$ cat config.mk
export PLATFORM = sky130hd
export DESIGN_NAME = lsio_ports
export DESIGN_NICKNAME = d
export VERILOG_FILES = /design/src/lsio_pkg.sv /design/src/lsio_pin_mux.sv /design/src/lsio_ports.sv /design/src/lsio_sync.sv
export VERILOG_INCLUDE_DIRS = /design/src
export SDC_FILE = /design/constraint.sdc
export NUM_CORES = 1
export LEC_CHECK = 0
export ABC_AREA = 1
export BUFFER_PORTS_ARGS = -buffer_cell sky130_fd_sc_hd__buf_2
export CORE_MARGIN = 2
export CORE_UTILIZATION = 30
export CTS_CLUSTER_DIAMETER = 50
export CTS_CLUSTER_SIZE = 20
export DETAILED_ROUTE_END_ITERATION = 8
export HOLD_SLACK_MARGIN = 0.08
export MAX_ROUTING_LAYER = met4
export PLACE_DENSITY = 0.59
export SYNTH_ARGS = -nofsm -noshare
export SYNTH_HDL_FRONTEND = slang
export SYNTH_HIERARCHICAL = 1
export SYNTH_SLANG_ARGS = --single-unit
$ cat constraint.sdc
create_clock -name sys_clk -period 2 [get_ports sys_clk]
set_input_delay 0.4 -clock sys_clk [delete_from_list [all_inputs] [get_ports sys_clk]]
set_output_delay 0.4 -clock sys_clk [all_outputs]
set_load 0.02 [all_outputs]
$ cat src/lsio_defines.svh
// Purpose: constants for the shared-pin port blocks
// Assumes: 16-bit byte address, 8-bit data
// Notes: included by every design file but the package
//
// Summary of operation
// port A has four general pins, each input or output on its own
// port A data resets to F0; upper nibble reads 1 and ignores writes
// port A data read gives latched value where direction bit is 1
// port A data read gives sampled pin level where direction bit is 0
// direction bit 1 makes the pin an output, 0 an input
// direction register is write-only and always reads as all ones
// direction register resets to F0, so all port A pins are inputs
// direction and data act on a pin only in general-purpose mode
// segment select 0000 gives general pins; otherwise pin n drives common n+1
// port A floats in reset and standby, holds in sleep, runs otherwise
// port B has eight pins the device never drives
// port B data read returns current sampled pin levels on every pin not chosen as analog input
// port B pin chosen as analog input by the converter reads 0
// writes to port B data register change nothing
`ifndef LSIO_DEFINES_SVH
`define LSIO_DEFINES_SVH

`define LSIO_ADDR_PA_DATA  16'hFFDD
`define LSIO_ADDR_PB_LVL   16'hFFDE
`define LSIO_ADDR_PA_DIR   16'hFFED

`define LSIO_PA_RST        8'hF0
`define LSIO_PA_DIR_RST    8'hF0
`define LSIO_PA_FILL       4'hF
`define LSIO_DIR_READ      8'hFF
`define LSIO_UNMAPPED_READ 8'h00
`define LSIO_SEG_GPIO      4'h0
`define LSIO_ADC_CH_HI     3

`endif

$ cat src/lsio_pkg.sv
// Purpose: shared types of the shared-pin port blocks
// Assumes: nothing beyond the header
// Notes: no constants here, only types
package lsio_pkg;

   typedef enum logic [1:0]
   {
      LSIO_PWR_ACTIVE    = 2'b00,
      LSIO_PWR_SLEEP     = 2'b01,
      LSIO_PWR_STANDBY   = 2'b10,
      LSIO_PWR_SUBACTIVE = 2'b11
   } lsio_pwr_t;

   typedef enum logic [1:0]
   {
      LSIO_FN_IN  = 2'b00,
      LSIO_FN_OUT = 2'b01,
      LSIO_FN_LCD = 2'b10
   } lsio_pin_fn_t;

endpackage

$ cat src/lsio_pin_mux.sv
// Purpose: per-pin function select of the bidirectional port
// Assumes: all inputs on sys_clk
// Notes: combinational; the caller registers the result
`timescale 1ns/1ps
`include "lsio_defines.svh"
module lsio_pin_mux
(
   input  wire  logic [3:0] seg_sel,
   input  wire  logic [3:0] dir,
   input  wire  logic [3:0] data,
   input  wire  logic [3:0] lcd_common,
   output logic       [3:0] drv_val,
   output logic       [3:0] drv_en
);

   lsio_pkg::lsio_pin_fn_t fn [4];

   // four pins, each on its own
   genvar n;
   generate
      for (n = 0; n < 4; n++)
      begin : g_pin
         // segment select decode
         always_comb
         begin
            if (seg_sel != `LSIO_SEG_GPIO)
               fn[n] = lsio_pkg::LSIO_FN_LCD;
            else if (dir[n])
               fn[n] = lsio_pkg::LSIO_FN_OUT;
            else
               fn[n] = lsio_pkg::LSIO_FN_IN;
         end

         // gpio settings only in gpio mode
         always_comb
         begin
            case (fn[n])
               lsio_pkg::LSIO_FN_OUT:
               begin
                  drv_val[n] = data[n];
                  drv_en[n]  = 1'b1;
               end
               lsio_pkg::LSIO_FN_LCD:
               begin
                  drv_val[n] = lcd_common[n];
                  drv_en[n]  = 1'b1;
               end
               default:
               begin
                  drv_val[n] = 1'b0;
                  drv_en[n]  = 1'b0;
               end
            endcase
         end
      end
   endgenerate

endmodule

$ cat src/lsio_ports.sv
// Purpose: bidirectional 4-pin port with lcd commons, 8-pin input port
// Assumes: select, power and bus signals on sys_clk; pins asynchronous
// Notes: read data valid the cycle after the read strobe only
`timescale 1ns/1ps
`include "lsio_defines.svh"
module lsio_ports
(
   input  wire  logic                    sys_clk,
   input  wire  logic                    rst,
   input  wire  logic [15:0]             reg_addr,
   input  wire  logic [7:0]              reg_wdata,
   input  wire  logic                    reg_wr,
   input  wire  logic                    reg_rd,
   output logic       [7:0]              reg_rdata,
   input  wire  logic [3:0]              segment_select_field,
   input  wire  logic [3:0]              lcd_common,
   input  wire  logic                    adc_enable,
   input  wire  logic [3:0]              adc_channel_select,
   input  wire  lsio_pkg::lsio_pwr_t     power_mode,
   input  wire  logic [3:0]              pa_pin_in,
   output logic       [3:0]              pa_pin_out,
   output logic       [3:0]              pa_pin_oe,
   input  wire  logic [7:0]              pb_pin_in
);

   logic [3:0] data_q;
   logic [3:0] dir_q;
   logic [3:0] pa_lvl;
   logic [7:0] pb_lvl;
   logic [7:0] analog_mask;
   logic [7:0] pb_read;
   logic [7:0] pa_read;
   logic [3:0] drv_val;
   logic [3:0] drv_en;
   logic       hit_data;
   logic       hit_dir;
   logic       hit_pb;
   logic       run_mode;

   assign hit_data = (reg_addr == `LSIO_ADDR_PA_DATA);
   assign hit_dir  = (reg_addr == `LSIO_ADDR_PA_DIR);
   assign hit_pb   = (reg_addr == `LSIO_ADDR_PB_LVL);
   assign run_mode = (power_mode == lsio_pkg::LSIO_PWR_ACTIVE) ||
                     (power_mode == lsio_pkg::LSIO_PWR_SUBACTIVE);

   lsio_sync #(.W(4)) u_sync_a
   (
      .sys_clk (sys_clk),
      .rst     (rst),
      .pin_in  (pa_pin_in),
      .level_q (pa_lvl)
   );

   // port b is input only, no drivers exist
   lsio_sync #(.W(8)) u_sync_b
   (
      .sys_clk (sys_clk),
      .rst     (rst),
      .pin_in  (pb_pin_in),
      .level_q (pb_lvl)
   );

   lsio_pin_mux u_mux
   (
      .seg_sel    (segment_select_field),
      .dir        (dir_q),
      .data       (data_q),
      .lcd_common (lcd_common),
      .drv_val    (drv_val),
      .drv_en     (drv_en)
   );

   // only the low nibble is storage
   always_ff @(posedge sys_clk)
   begin
      if (rst)
         data_q <= 4'(`LSIO_PA_RST);
      else if (reg_wr && hit_data)
         data_q <= reg_wdata[3:0];
   end

   // direction bit 1 output, 0 input
   // reset leaves every pin an input
   always_ff @(posedge sys_clk)
   begin
      if (rst)
         dir_q <= 4'(`LSIO_PA_DIR_RST);
      else if (reg_wr && hit_dir)
         dir_q <= reg_wdata[3:0];
   end

   // analog channel decode
   genvar c;
   generate
      for (c = 0; c < 8; c++)
      begin : g_an
         assign analog_mask[c] = adc_enable &&
                                 !adc_channel_select[`LSIO_ADC_CH_HI] &&
                                 (adc_channel_select[2:0] == 3'(c));
      end
   endgenerate

   // live sampled levels
   // analog pin forced to zero
   assign pb_read = pb_lvl & ~analog_mask;

   // latched data on output bits
   // pin level on input bits
   assign pa_read = {`LSIO_PA_FILL, (data_q & dir_q) | (pa_lvl & ~dir_q)};

   // direction always reads ones
   // port b writes fall through, nothing decodes them
   always_ff @(posedge sys_clk)
   begin
      if (rst)
         reg_rdata <= `LSIO_UNMAPPED_READ;
      else if (reg_rd && hit_data)
         reg_rdata <= pa_read;
      else if (reg_rd && hit_dir)
         reg_rdata <= `LSIO_DIR_READ;
      else if (reg_rd && hit_pb)
         reg_rdata <= pb_read;
      else
         reg_rdata <= `LSIO_UNMAPPED_READ;
   end

   // float in reset and standby, freeze in sleep
   // lcd commons override direction
   always_ff @(posedge sys_clk)
   begin
      if (rst)
      begin
         pa_pin_oe  <= 4'h0;
         pa_pin_out <= 4'h0;
      end
      else if (power_mode == lsio_pkg::LSIO_PWR_STANDBY)
      begin
         pa_pin_oe  <= 4'h0;
         pa_pin_out <= 4'h0;
      end
      else if (run_mode)
      begin
         pa_pin_oe  <= drv_en;
         pa_pin_out <= drv_val;
      end
   end

   // snapshot of the pins taken as sleep begins
   logic [3:0] sleep_oe_q;
   logic [3:0] sleep_out_q;
   logic       in_sleep_q;

   always_ff @(posedge sys_clk)
   begin
      if (rst)
         in_sleep_q <= 1'b0;
      else
         in_sleep_q <= (power_mode == lsio_pkg::LSIO_PWR_SLEEP);
   end

   // loads every cycle outside sleep, so no reset is needed
   always_ff @(posedge sys_clk)
   begin
      if (!in_sleep_q)
      begin
         sleep_oe_q  <= pa_pin_oe;
         sleep_out_q <= pa_pin_out;
      end
   end

   // per-pin read and drive
   genvar b;
   generate
      for (b = 0; b < 4; b++)
      begin : g_pin_chk

      end
   endgenerate

   // port b read per bit
   genvar p;
   generate
      for (p = 0; p < 8; p++)
      begin : g_pb_chk

      end
   endgenerate
endmodule

$ cat src/lsio_sync.sv
// Purpose: three-stage pin synchroniser with agreement filter
// Assumes: inputs asynchronous to sys_clk
// Notes: stage one feeds only stage two
`timescale 1ns/1ps
`include "lsio_defines.svh"
module lsio_sync
#(
   parameter int W = 8
)
(
   input  wire  logic         sys_clk,
   input  wire  logic         rst,
   input  wire  logic [W-1:0] pin_in,
   output logic       [W-1:0] level_q
);

   logic [W-1:0] meta_q;
   logic [W-1:0] s2_q;
   logic [W-1:0] s3_q;

   always_ff @(posedge sys_clk)
   begin
      meta_q <= pin_in;
      s2_q   <= meta_q;
      s3_q   <= s2_q;
   end

   // a change counts only once stages two and three agree
   genvar i;
   generate
      for (i = 0; i < W; i++)
      begin : g_bit
         always_ff @(posedge sys_clk)
         begin
            if (rst)
               level_q[i] <= 1'b0;
            else if (s2_q[i] == s3_q[i])
               level_q[i] <= s3_q[i];
         end
      end
   endgenerate

endmodule
==> impl_metrics.py, run 1 <==
metrics = {
    "hold_path": {
        "min_path_cells": 1,
        "min_from": "pb_pin_in[0]",
        "min_to": "u_sync_b/meta_q[0]$_DFF_P_",
        "min_path_type": "in -> reg",
    },
    "power": {
        "irDropWorstVdd_uv": 394,
        "leakage_nw": 1.59,
        "pwr-share-clk": 0.449,
        "p_total_mw": 3.12,
        "powerDensity_nw_per_um2": 965,
        "internal_power_mw": 2.47,
        "switchingPower_mw": 0.654,
        "pwr-share-seq": 0.489,
        "p_sw_frac": 0.209,
        "comb_power_share": 0.062,
    },
    "worst_setup_path": {
        "regToRegSetupSlack_ns": 1.04,
        "worstPathRequired_ns": 1.60,
        "reg2reg_depth": 4,
        "startpoint_type": "flop",
        "path_cells": "buf_2",
        "max_stage_delay_ns": 0.34,
        "crit_family": "flip-flops",
        "crit_fanout": 2,
        "arrival_ns": 0.84,
        "crit_buf_inv": 1,
        "critPathCaptureType": "primary output",
        "crit_path_top_delay_cell": "dfxtp_1",
        "r2r_start": "dir_q[2]$_SDFFE_PP0P_",
        "reg2reg_to": "reg_rdata[2]$_SDFF_PP0_",
        "worst-setup-path-type": "reg -> out",
    },
    "cts": {
        "cts_sinks": 72,
        "cts.path.max_buffers": 2,
        "cts_max_level": 3,
        "postCtsSetupRepairBufs": 0,
        "cts_buffers": 9,
        "clk_pin_slew_ns": 0.07,
        "root_buffer": "clkbuf_8",
        "hold_buffers": 0,
        "cts_resized": 0,
        "tritoncts": "built",
        "insertion_delay_ns": 0.34,
    },
    "layout": {
        "seqCellArea_um2": 1440,
        "fillers": 847,
        "nets": 427,
        "drive_above_1_share": 0.279,
        "area_delta_synth_final_pct": 27.7,
        "antenna-diode-count": 0,
        "finalNonFillerCells": 481,
        "multi_input_area_um2": 968,
    },
    "place": {
        "dp_cells": 465,
        "hpwlAfterDp_um": 3840,
        "pre_cts_ws_ns": 0.523,
        "gp_congestion": 0.764,
        "io_buffer_count": 66,
    },
    "sta": {
        "hold_viol_final": 0,
        "setup_violations": 0,
        "fin_skew_ns": 0.00566,
        "max_slew.worst_pin.slew_ns": 0.364,
        "rsz0062_at_grt": "no",
        "finalCriticalPeriod_ns": 1.24,
        "worst_slack_ns": 0.759,
        "whs_ns": 0.157,
        "post-route-period-util": 0.620,
        "slew_viol_final": 0,
        "relSlewSlack": 0.756,
        "fmax_mhz": 806,
        "tns_ns": 0,
    },
    "drt": {
        "vias": 2011,
        "route.detailed.drc": 0,
        "wl_per_cell_um": 10.4,
        "drt_iter0_drc": 80,
        "viasPerCell": 4.18,
        "dr.pass1.iters": 4,
        "routed_wl_um": 4990,
        "ant_nets": 0,
    },
    "synth": {
        "synthAdderAreaFrac": 0.00494,
        "synth_top_family_by_area": "simple AND/OR/NAND/NOR gates",
        "synth-simple-area-share": 0.287,
        "yosysSeqAreaShare": 0.569,
        "syn-num-nets": 353,
        "synth.distinct_cells": 24,
        "synth_mux_area_frac": 0,
        "yosysWarnings": 6,
        "synth.ff_latch_count": 72,
        "yosys.area_share.xor_xnor": 0,
        "syn-instance-count": 297,
        "synth-compound-area-share": 0.0898,
        "syn_area_um2": 2530,
        "avgSynthCellArea_um2": 8.54,
    },
    "die": {
        "die-area_um2": 9200,
        "pin_count": 71,
        "start_util": 0.309,
        "chipWidth_um": 95.9,
        "rows": 33,
        "core_um2": 8220,
        "die_y_um": 95.9,
    },
    "global_routing": {
        "grt_first_pass_wirelength_um": 8210,
        "globalRouteOverflowTotal": 0,
        "grtUsageTotal": 0.123,
        "grt_max_degree": 13,
        "antenna_found_initial": 0,
        "grt_pass1_vias": 1922,
    },
    "run_status": {
        "status": "completed",
    },
    "run": {
        "maxCapViolCount": 0,
    },
}
==> area by class of cell <==
class                           instances  share of cell area
Clock buffer                           11              0.0468
Clock inverter                          5              0.0317
Inverter                               29              0.0348
Multi-Input combinational cell        193               0.299
Sequential cell                        72               0.445
Tap cell                              105              0.0406
Timing Repair Buffer                   66               0.102
==> flip-flops by register name (all words and copies together) (netlist names), 8 cells and up <==
signal and count:
u_sync_b/s3_q 8, u_sync_b/meta_q 8, reg_rdata 8, u_sync_b/s2_q 8, u_sync_b/level_q 8
==> through the flow <==
| step | cell area (um^2) | util |
|---|---|---|
| 2_1_floorplan | 2530 | - |
| 3_3_place_gp | 2980 | 0.363 |
| 3_5_place_dp | 2980 | 0.363 |
| 4_1_cts | 3240 | 0.394 |
| 5_1_grt | 3240 | 0.394 |
| 6_report | 3240 | 0.394 |
==> power groups by stage <==
stage / combinational [mW] / sequential (mW) / clock [mW]
after floorplan: 0.0931 / 1.57 / 0
after global placement: 0.192 / 1.56 / 0
after detailed placement: 0.196 / 1.56 / 0
after CTS: 0.197 / 1.53 / 1.44
after global routing: 0.222 / 1.53 / 1.51
final: 0.193 / 1.53 / 1.40
==> cells in the mapped netlist, drive strengths merged <==
cell / count / share of area
dfxtp: 72 / 0.57
nand2: 71 / 0.11
nor2: 52 / 0.11
inv: 28 / 0.042
a21oi: 24 / 0.047
o21ai: 20 / 0.039
nand3: 11 / 0.034
nand4: 8 / 0.020
nand3b: 4 / 0.012
clkbuf: 2 / 0.0030
buf: 1 / 0.0020
clkinv: 1 / 0.0020
ha: 1 / 0.0049
nor3: 1 / 0.0039
o211ai: 1 / 0.0030
==> how the worst max path moves through the flow <==
stage / from / end / slack (ns) / cells past startpoint
floorplan: power_mode[0] / pa_pin_oe[0]$_SDFFE_PP0P_ / 0.69 / 6
global placement: reg_addr[9] / reg_rdata[5]$_SDFF_PP0_ / 0.55 / 7
detailed placement: reg_addr[9] / reg_rdata[5]$_SDFF_PP0_ / 0.52 / 7
CTS: pa_pin_oe[3]$_SDFFE_PP0P_ / pa_pin_oe[3] / 0.73 / 1
global route: pa_pin_out[1]$_SDFFE_PP0P_ / pa_pin_out[1] / 0.71 / 1
finish: pa_pin_out[1]$_SDFFE_PP0P_ / pa_pin_out[1] / 0.76 / 1
==> cells by family after synthesis <==
family,count (synthesis)
buffers and inverters,32
AO/OA/AOI/OAI,45
adder cells (fa/ha/maj),1
flip-flops,72
AND/OR/NAND/NOR,147
==> per-layer routing <==
| metal | wire length [um] | track usage |
|---|---|---|
| met1 | 2310 | 0.139 |
| met2 | 2270 | 0.191 |
| met3 | 286 | 0.0345 |
| met4 | 127 | 0.0786 |
| met5 | 0 | - |
==> cells in the final DEF (no fill, tap or decap) <==
cell type / count
clkbuf_8: 11
o21ai_0: 20
nand3b_1: 4
nand2_4: 1
dfxtp_1: 72
nor2_8: 3
o211ai_1: 1
clkinv_2: 2
nor2_2: 4
a21oi_1: 24
buf_2: 66
nor3_2: 1
inv_1: 24
nand2_1: 66
bufinv_16: 3
inv_4: 1
nor2_4: 2
ha_1: 1
nand3_1: 8
nor2_1: 43
nand3_2: 1
inv_2: 3
nand4_1: 8
nand2_2: 4
clkinvlp_4: 1
nand3_4: 2
Note: power is estimated with default switching activity, not from simulation.
==> run 2: changes to the inputs <==
--- a/config.mk
+++ b/config.mk
@@ -15,7 +15,7 @@
 export DETAILED_ROUTE_END_ITERATION = 8
 export HOLD_SLACK_MARGIN = 0.08
 export MAX_ROUTING_LAYER = met4
-export PLACE_DENSITY = 0.59
+export PLACE_DENSITY = 0.61
 export SYNTH_ARGS = -nofsm -noshare
 export SYNTH_HDL_FRONTEND = slang
 export SYNTH_HIERARCHICAL = 1
==> constraint.sdc (replaced) <==
create_clock -name sys_clk -period 1 [get_ports sys_clk]
set_input_delay 0.2 -clock sys_clk [delete_from_list [all_inputs] [get_ports sys_clk]]
set_output_delay 0.2 -clock sys_clk [all_outputs]
set_load 0.02 [all_outputs]
==> impl_metrics.py, run 2 (synthesis results as in run 1) <==
metrics = {
    "run_status": {
        "status": "completed",
    },
    "sta": {
        "setup_violations": 0,
        "fmax_mhz": 1020,
        "fin_skew_ns": 0.00818,
        "rsz0062_at_grt": "yes",
        "hold_viol_final": 0,
        "relSlewSlack": 0.780,
        "finalCriticalPeriod_ns": 0.977,
        "post-route-period-util": 0.977,
        "slew_viol_final": 0,
        "max_slew.worst_pin.slew_ns": 0.329,
    },
    "die": {
        "die-area_um2": 9200,
        "die_y_um": 95.9,
        "chipWidth_um": 95.9,
        "start_util": 0.309,
        "rows": 33,
        "pin_count": 71,
        "core_um2": 8220,
    },
    "power": {
        "irDropWorstVdd_uv": 650,
        "pwr-share-seq": 0.517,
        "switchingPower_mw": 1.27,
        "internal_power_mw": 4.66,
        "pwr-share-clk": 0.404,
        "powerDensity_nw_per_um2": 1680,
        "comb_power_share": 0.080,
        "p_total_mw": 5.93,
        "p_sw_frac": 0.214,
        "leakage_nw": 1.70,
    },
    "cts": {
        "tritoncts": "built",
        "cts.path.max_buffers": 2,
        "cts_sinks": 72,
        "cts_buffers": 9,
        "postCtsSetupRepairBufs": 0,
        "insertion_delay_ns": 0.33,
        "root_buffer": "clkbuf_8",
        "clk_pin_slew_ns": 0.07,
        "cts_max_level": 3,
    },
    "drt": {
        "routed_wl_um": 4940,
        "drt_iter0_drc": 84,
        "ant_nets": 0,
        "vias": 2107,
        "wl_per_cell_um": 9.81,
        "dr.pass1.iters": 4,
        "viasPerCell": 4.18,
        "route.detailed.drc": 0,
    },
    "hold_path": {
        "min_path_type": "in -> reg",
    },
    "layout": {
        "final_cell_mix": "nand2_1 (66), dfxtp_1 (54), buf_2 (50)",
        "nets": 449,
        "fillers": 844,
        "area_delta_synth_final_pct": 39.4,
        "drive_above_1_share": 0.334,
        "layout_commonest_cell": "nand2_1",
        "final_area_um2": 3530,
    },
    "global_routing": {
        "grt_max_degree": 13,
        "globalRouteOverflowTotal": 0,
        "grt_first_pass_wirelength_um": 8560,
        "grt_pass1_vias": 2035,
        "grtUsageTotal": 0.124,
        "antenna_found_initial": 1,
    },
    "place": {
        "hpwlAfterDp_um": 3770,
        "postPlaceCellArea_um2": 3070,
        "gp_congestion": 0.791,
        "io_buffer_count": 66,
    },
    "worst_setup_path": {
        "crit_family": "flip-flops",
        "endpoint": "reg_rdata[3]",
        "startpoint_type": "flop",
        "worstPathRequired_ns": 0.80,
        "reg2reg_to": "reg_rdata[2]$_SDFF_PP0_",
        "crit_buf_inv": 1,
        "cp.depth": 1,
        "arrival_ns": 0.78,
        "reg2reg_depth": 4,
        "crit_fanout": 1,
        "r2r_start": "dir_q[2]$_SDFFE_PP0P_",
        "critPathCaptureType": "primary output",
        "cp-startpoint": "reg_rdata[3]$_SDFF_PP0_",
        "regToRegSetupSlack_ns": 0.05,
        "max_stage_delay_ns": 0.34,
        "crit_path_top_delay_cell": "dfxtp_2",
        "worst-setup-path-type": "reg -> out",
        "path_cells": "buf_6",
    },
    "run": {
        "maxCapViolCount": 0,
    },
}
-- run 2: how the worst min path moves through the flow --
stage                     slack, ns                          to          from  cells after the start
after global placement         0.30  u_sync_b/meta_q[0]$_DFF_P_  pb_pin_in[0]                      1
final                          0.12      data_q[2]$_SDFFE_PP0P_  reg_wdata[2]                      3
after global routing           0.11      data_q[2]$_SDFFE_PP0P_  reg_wdata[2]                      3
after detailed placement       0.30  u_sync_a/meta_q[2]$_DFF_P_  pa_pin_in[2]                      1
after CTS                      0.10       dir_q[3]$_SDFFE_PP0P_  reg_wdata[3]                      3
after floorplan                0.23  u_sync_a/meta_q[0]$_DFF_P_  pa_pin_in[0]                      0
-- run 2: metrics by stage --
stage               setup WS [ns]  hold WS [ns]   util  instances   TNS, ns
floorplan                  0.0169         0.228      -        297         0
global placement           -0.184         0.303  0.374        475     -2.96
detailed placement         -0.220         0.304  0.374        475     -3.25
CTS                      -0.00107         0.104  0.426        503  -0.00107
global route              -0.0199         0.114  0.430        504    -0.153
finish                     0.0228         0.119  0.430        504         0
-- run 2: metal layers --
layer,up-vias,routed length [um],track usage
met1,916,2270,0.145
met4,0,58,0.0643
li1,1138,-,-
met2,47,2360,0.194
met5,-,0,-
met3,6,264,0.0368
-- run 2: timing repair --
action                                 in CTS  in global routing
hold buffers                               12                  0
setup endpoints to repair                  16                 19
resized for setup                          36                 14
endpoints found under the hold margin      12                  0
-- run 2: area by class of cell --
cell class | instances | area, um^2 | share of cell area
Clock inverter | 2 | 35.0 | 0.00991
Tap cell | 105 | 131 | 0.0372
Antenna cell | 1 | 2.50 | 0.000708
Inverter | 29 | 113 | 0.0319
Sequential cell | 72 | 1460 | 0.414
Timing Repair Buffer | 88 | 638 | 0.181
Clock buffer | 14 | 183 | 0.0517
Multi-Input combinational cell | 193 | 968 | 0.274
-- run 2: power groups by stage --
stage | Sequential, mW | Combinational, mW | Clock (mW)
3_5_place_dp | 3.12 | 0.414 | 0
4_1_cts | 3.07 | 0.477 | 2.48
3_3_place_gp | 3.12 | 0.409 | 0
6_report | 3.06 | 0.473 | 2.39
2_1_floorplan | 3.13 | 0.188 | 0
5_1_grt | 3.08 | 0.534 | 2.60
-- run 2: worst reg2reg max path, cell delays in order (launching register included) --
cell and delay [ns]:
dfxtp_1 0.34, o21ai_0 0.25, nand4_1 0.13, nand2_1 0.08, nor2_2 0.04
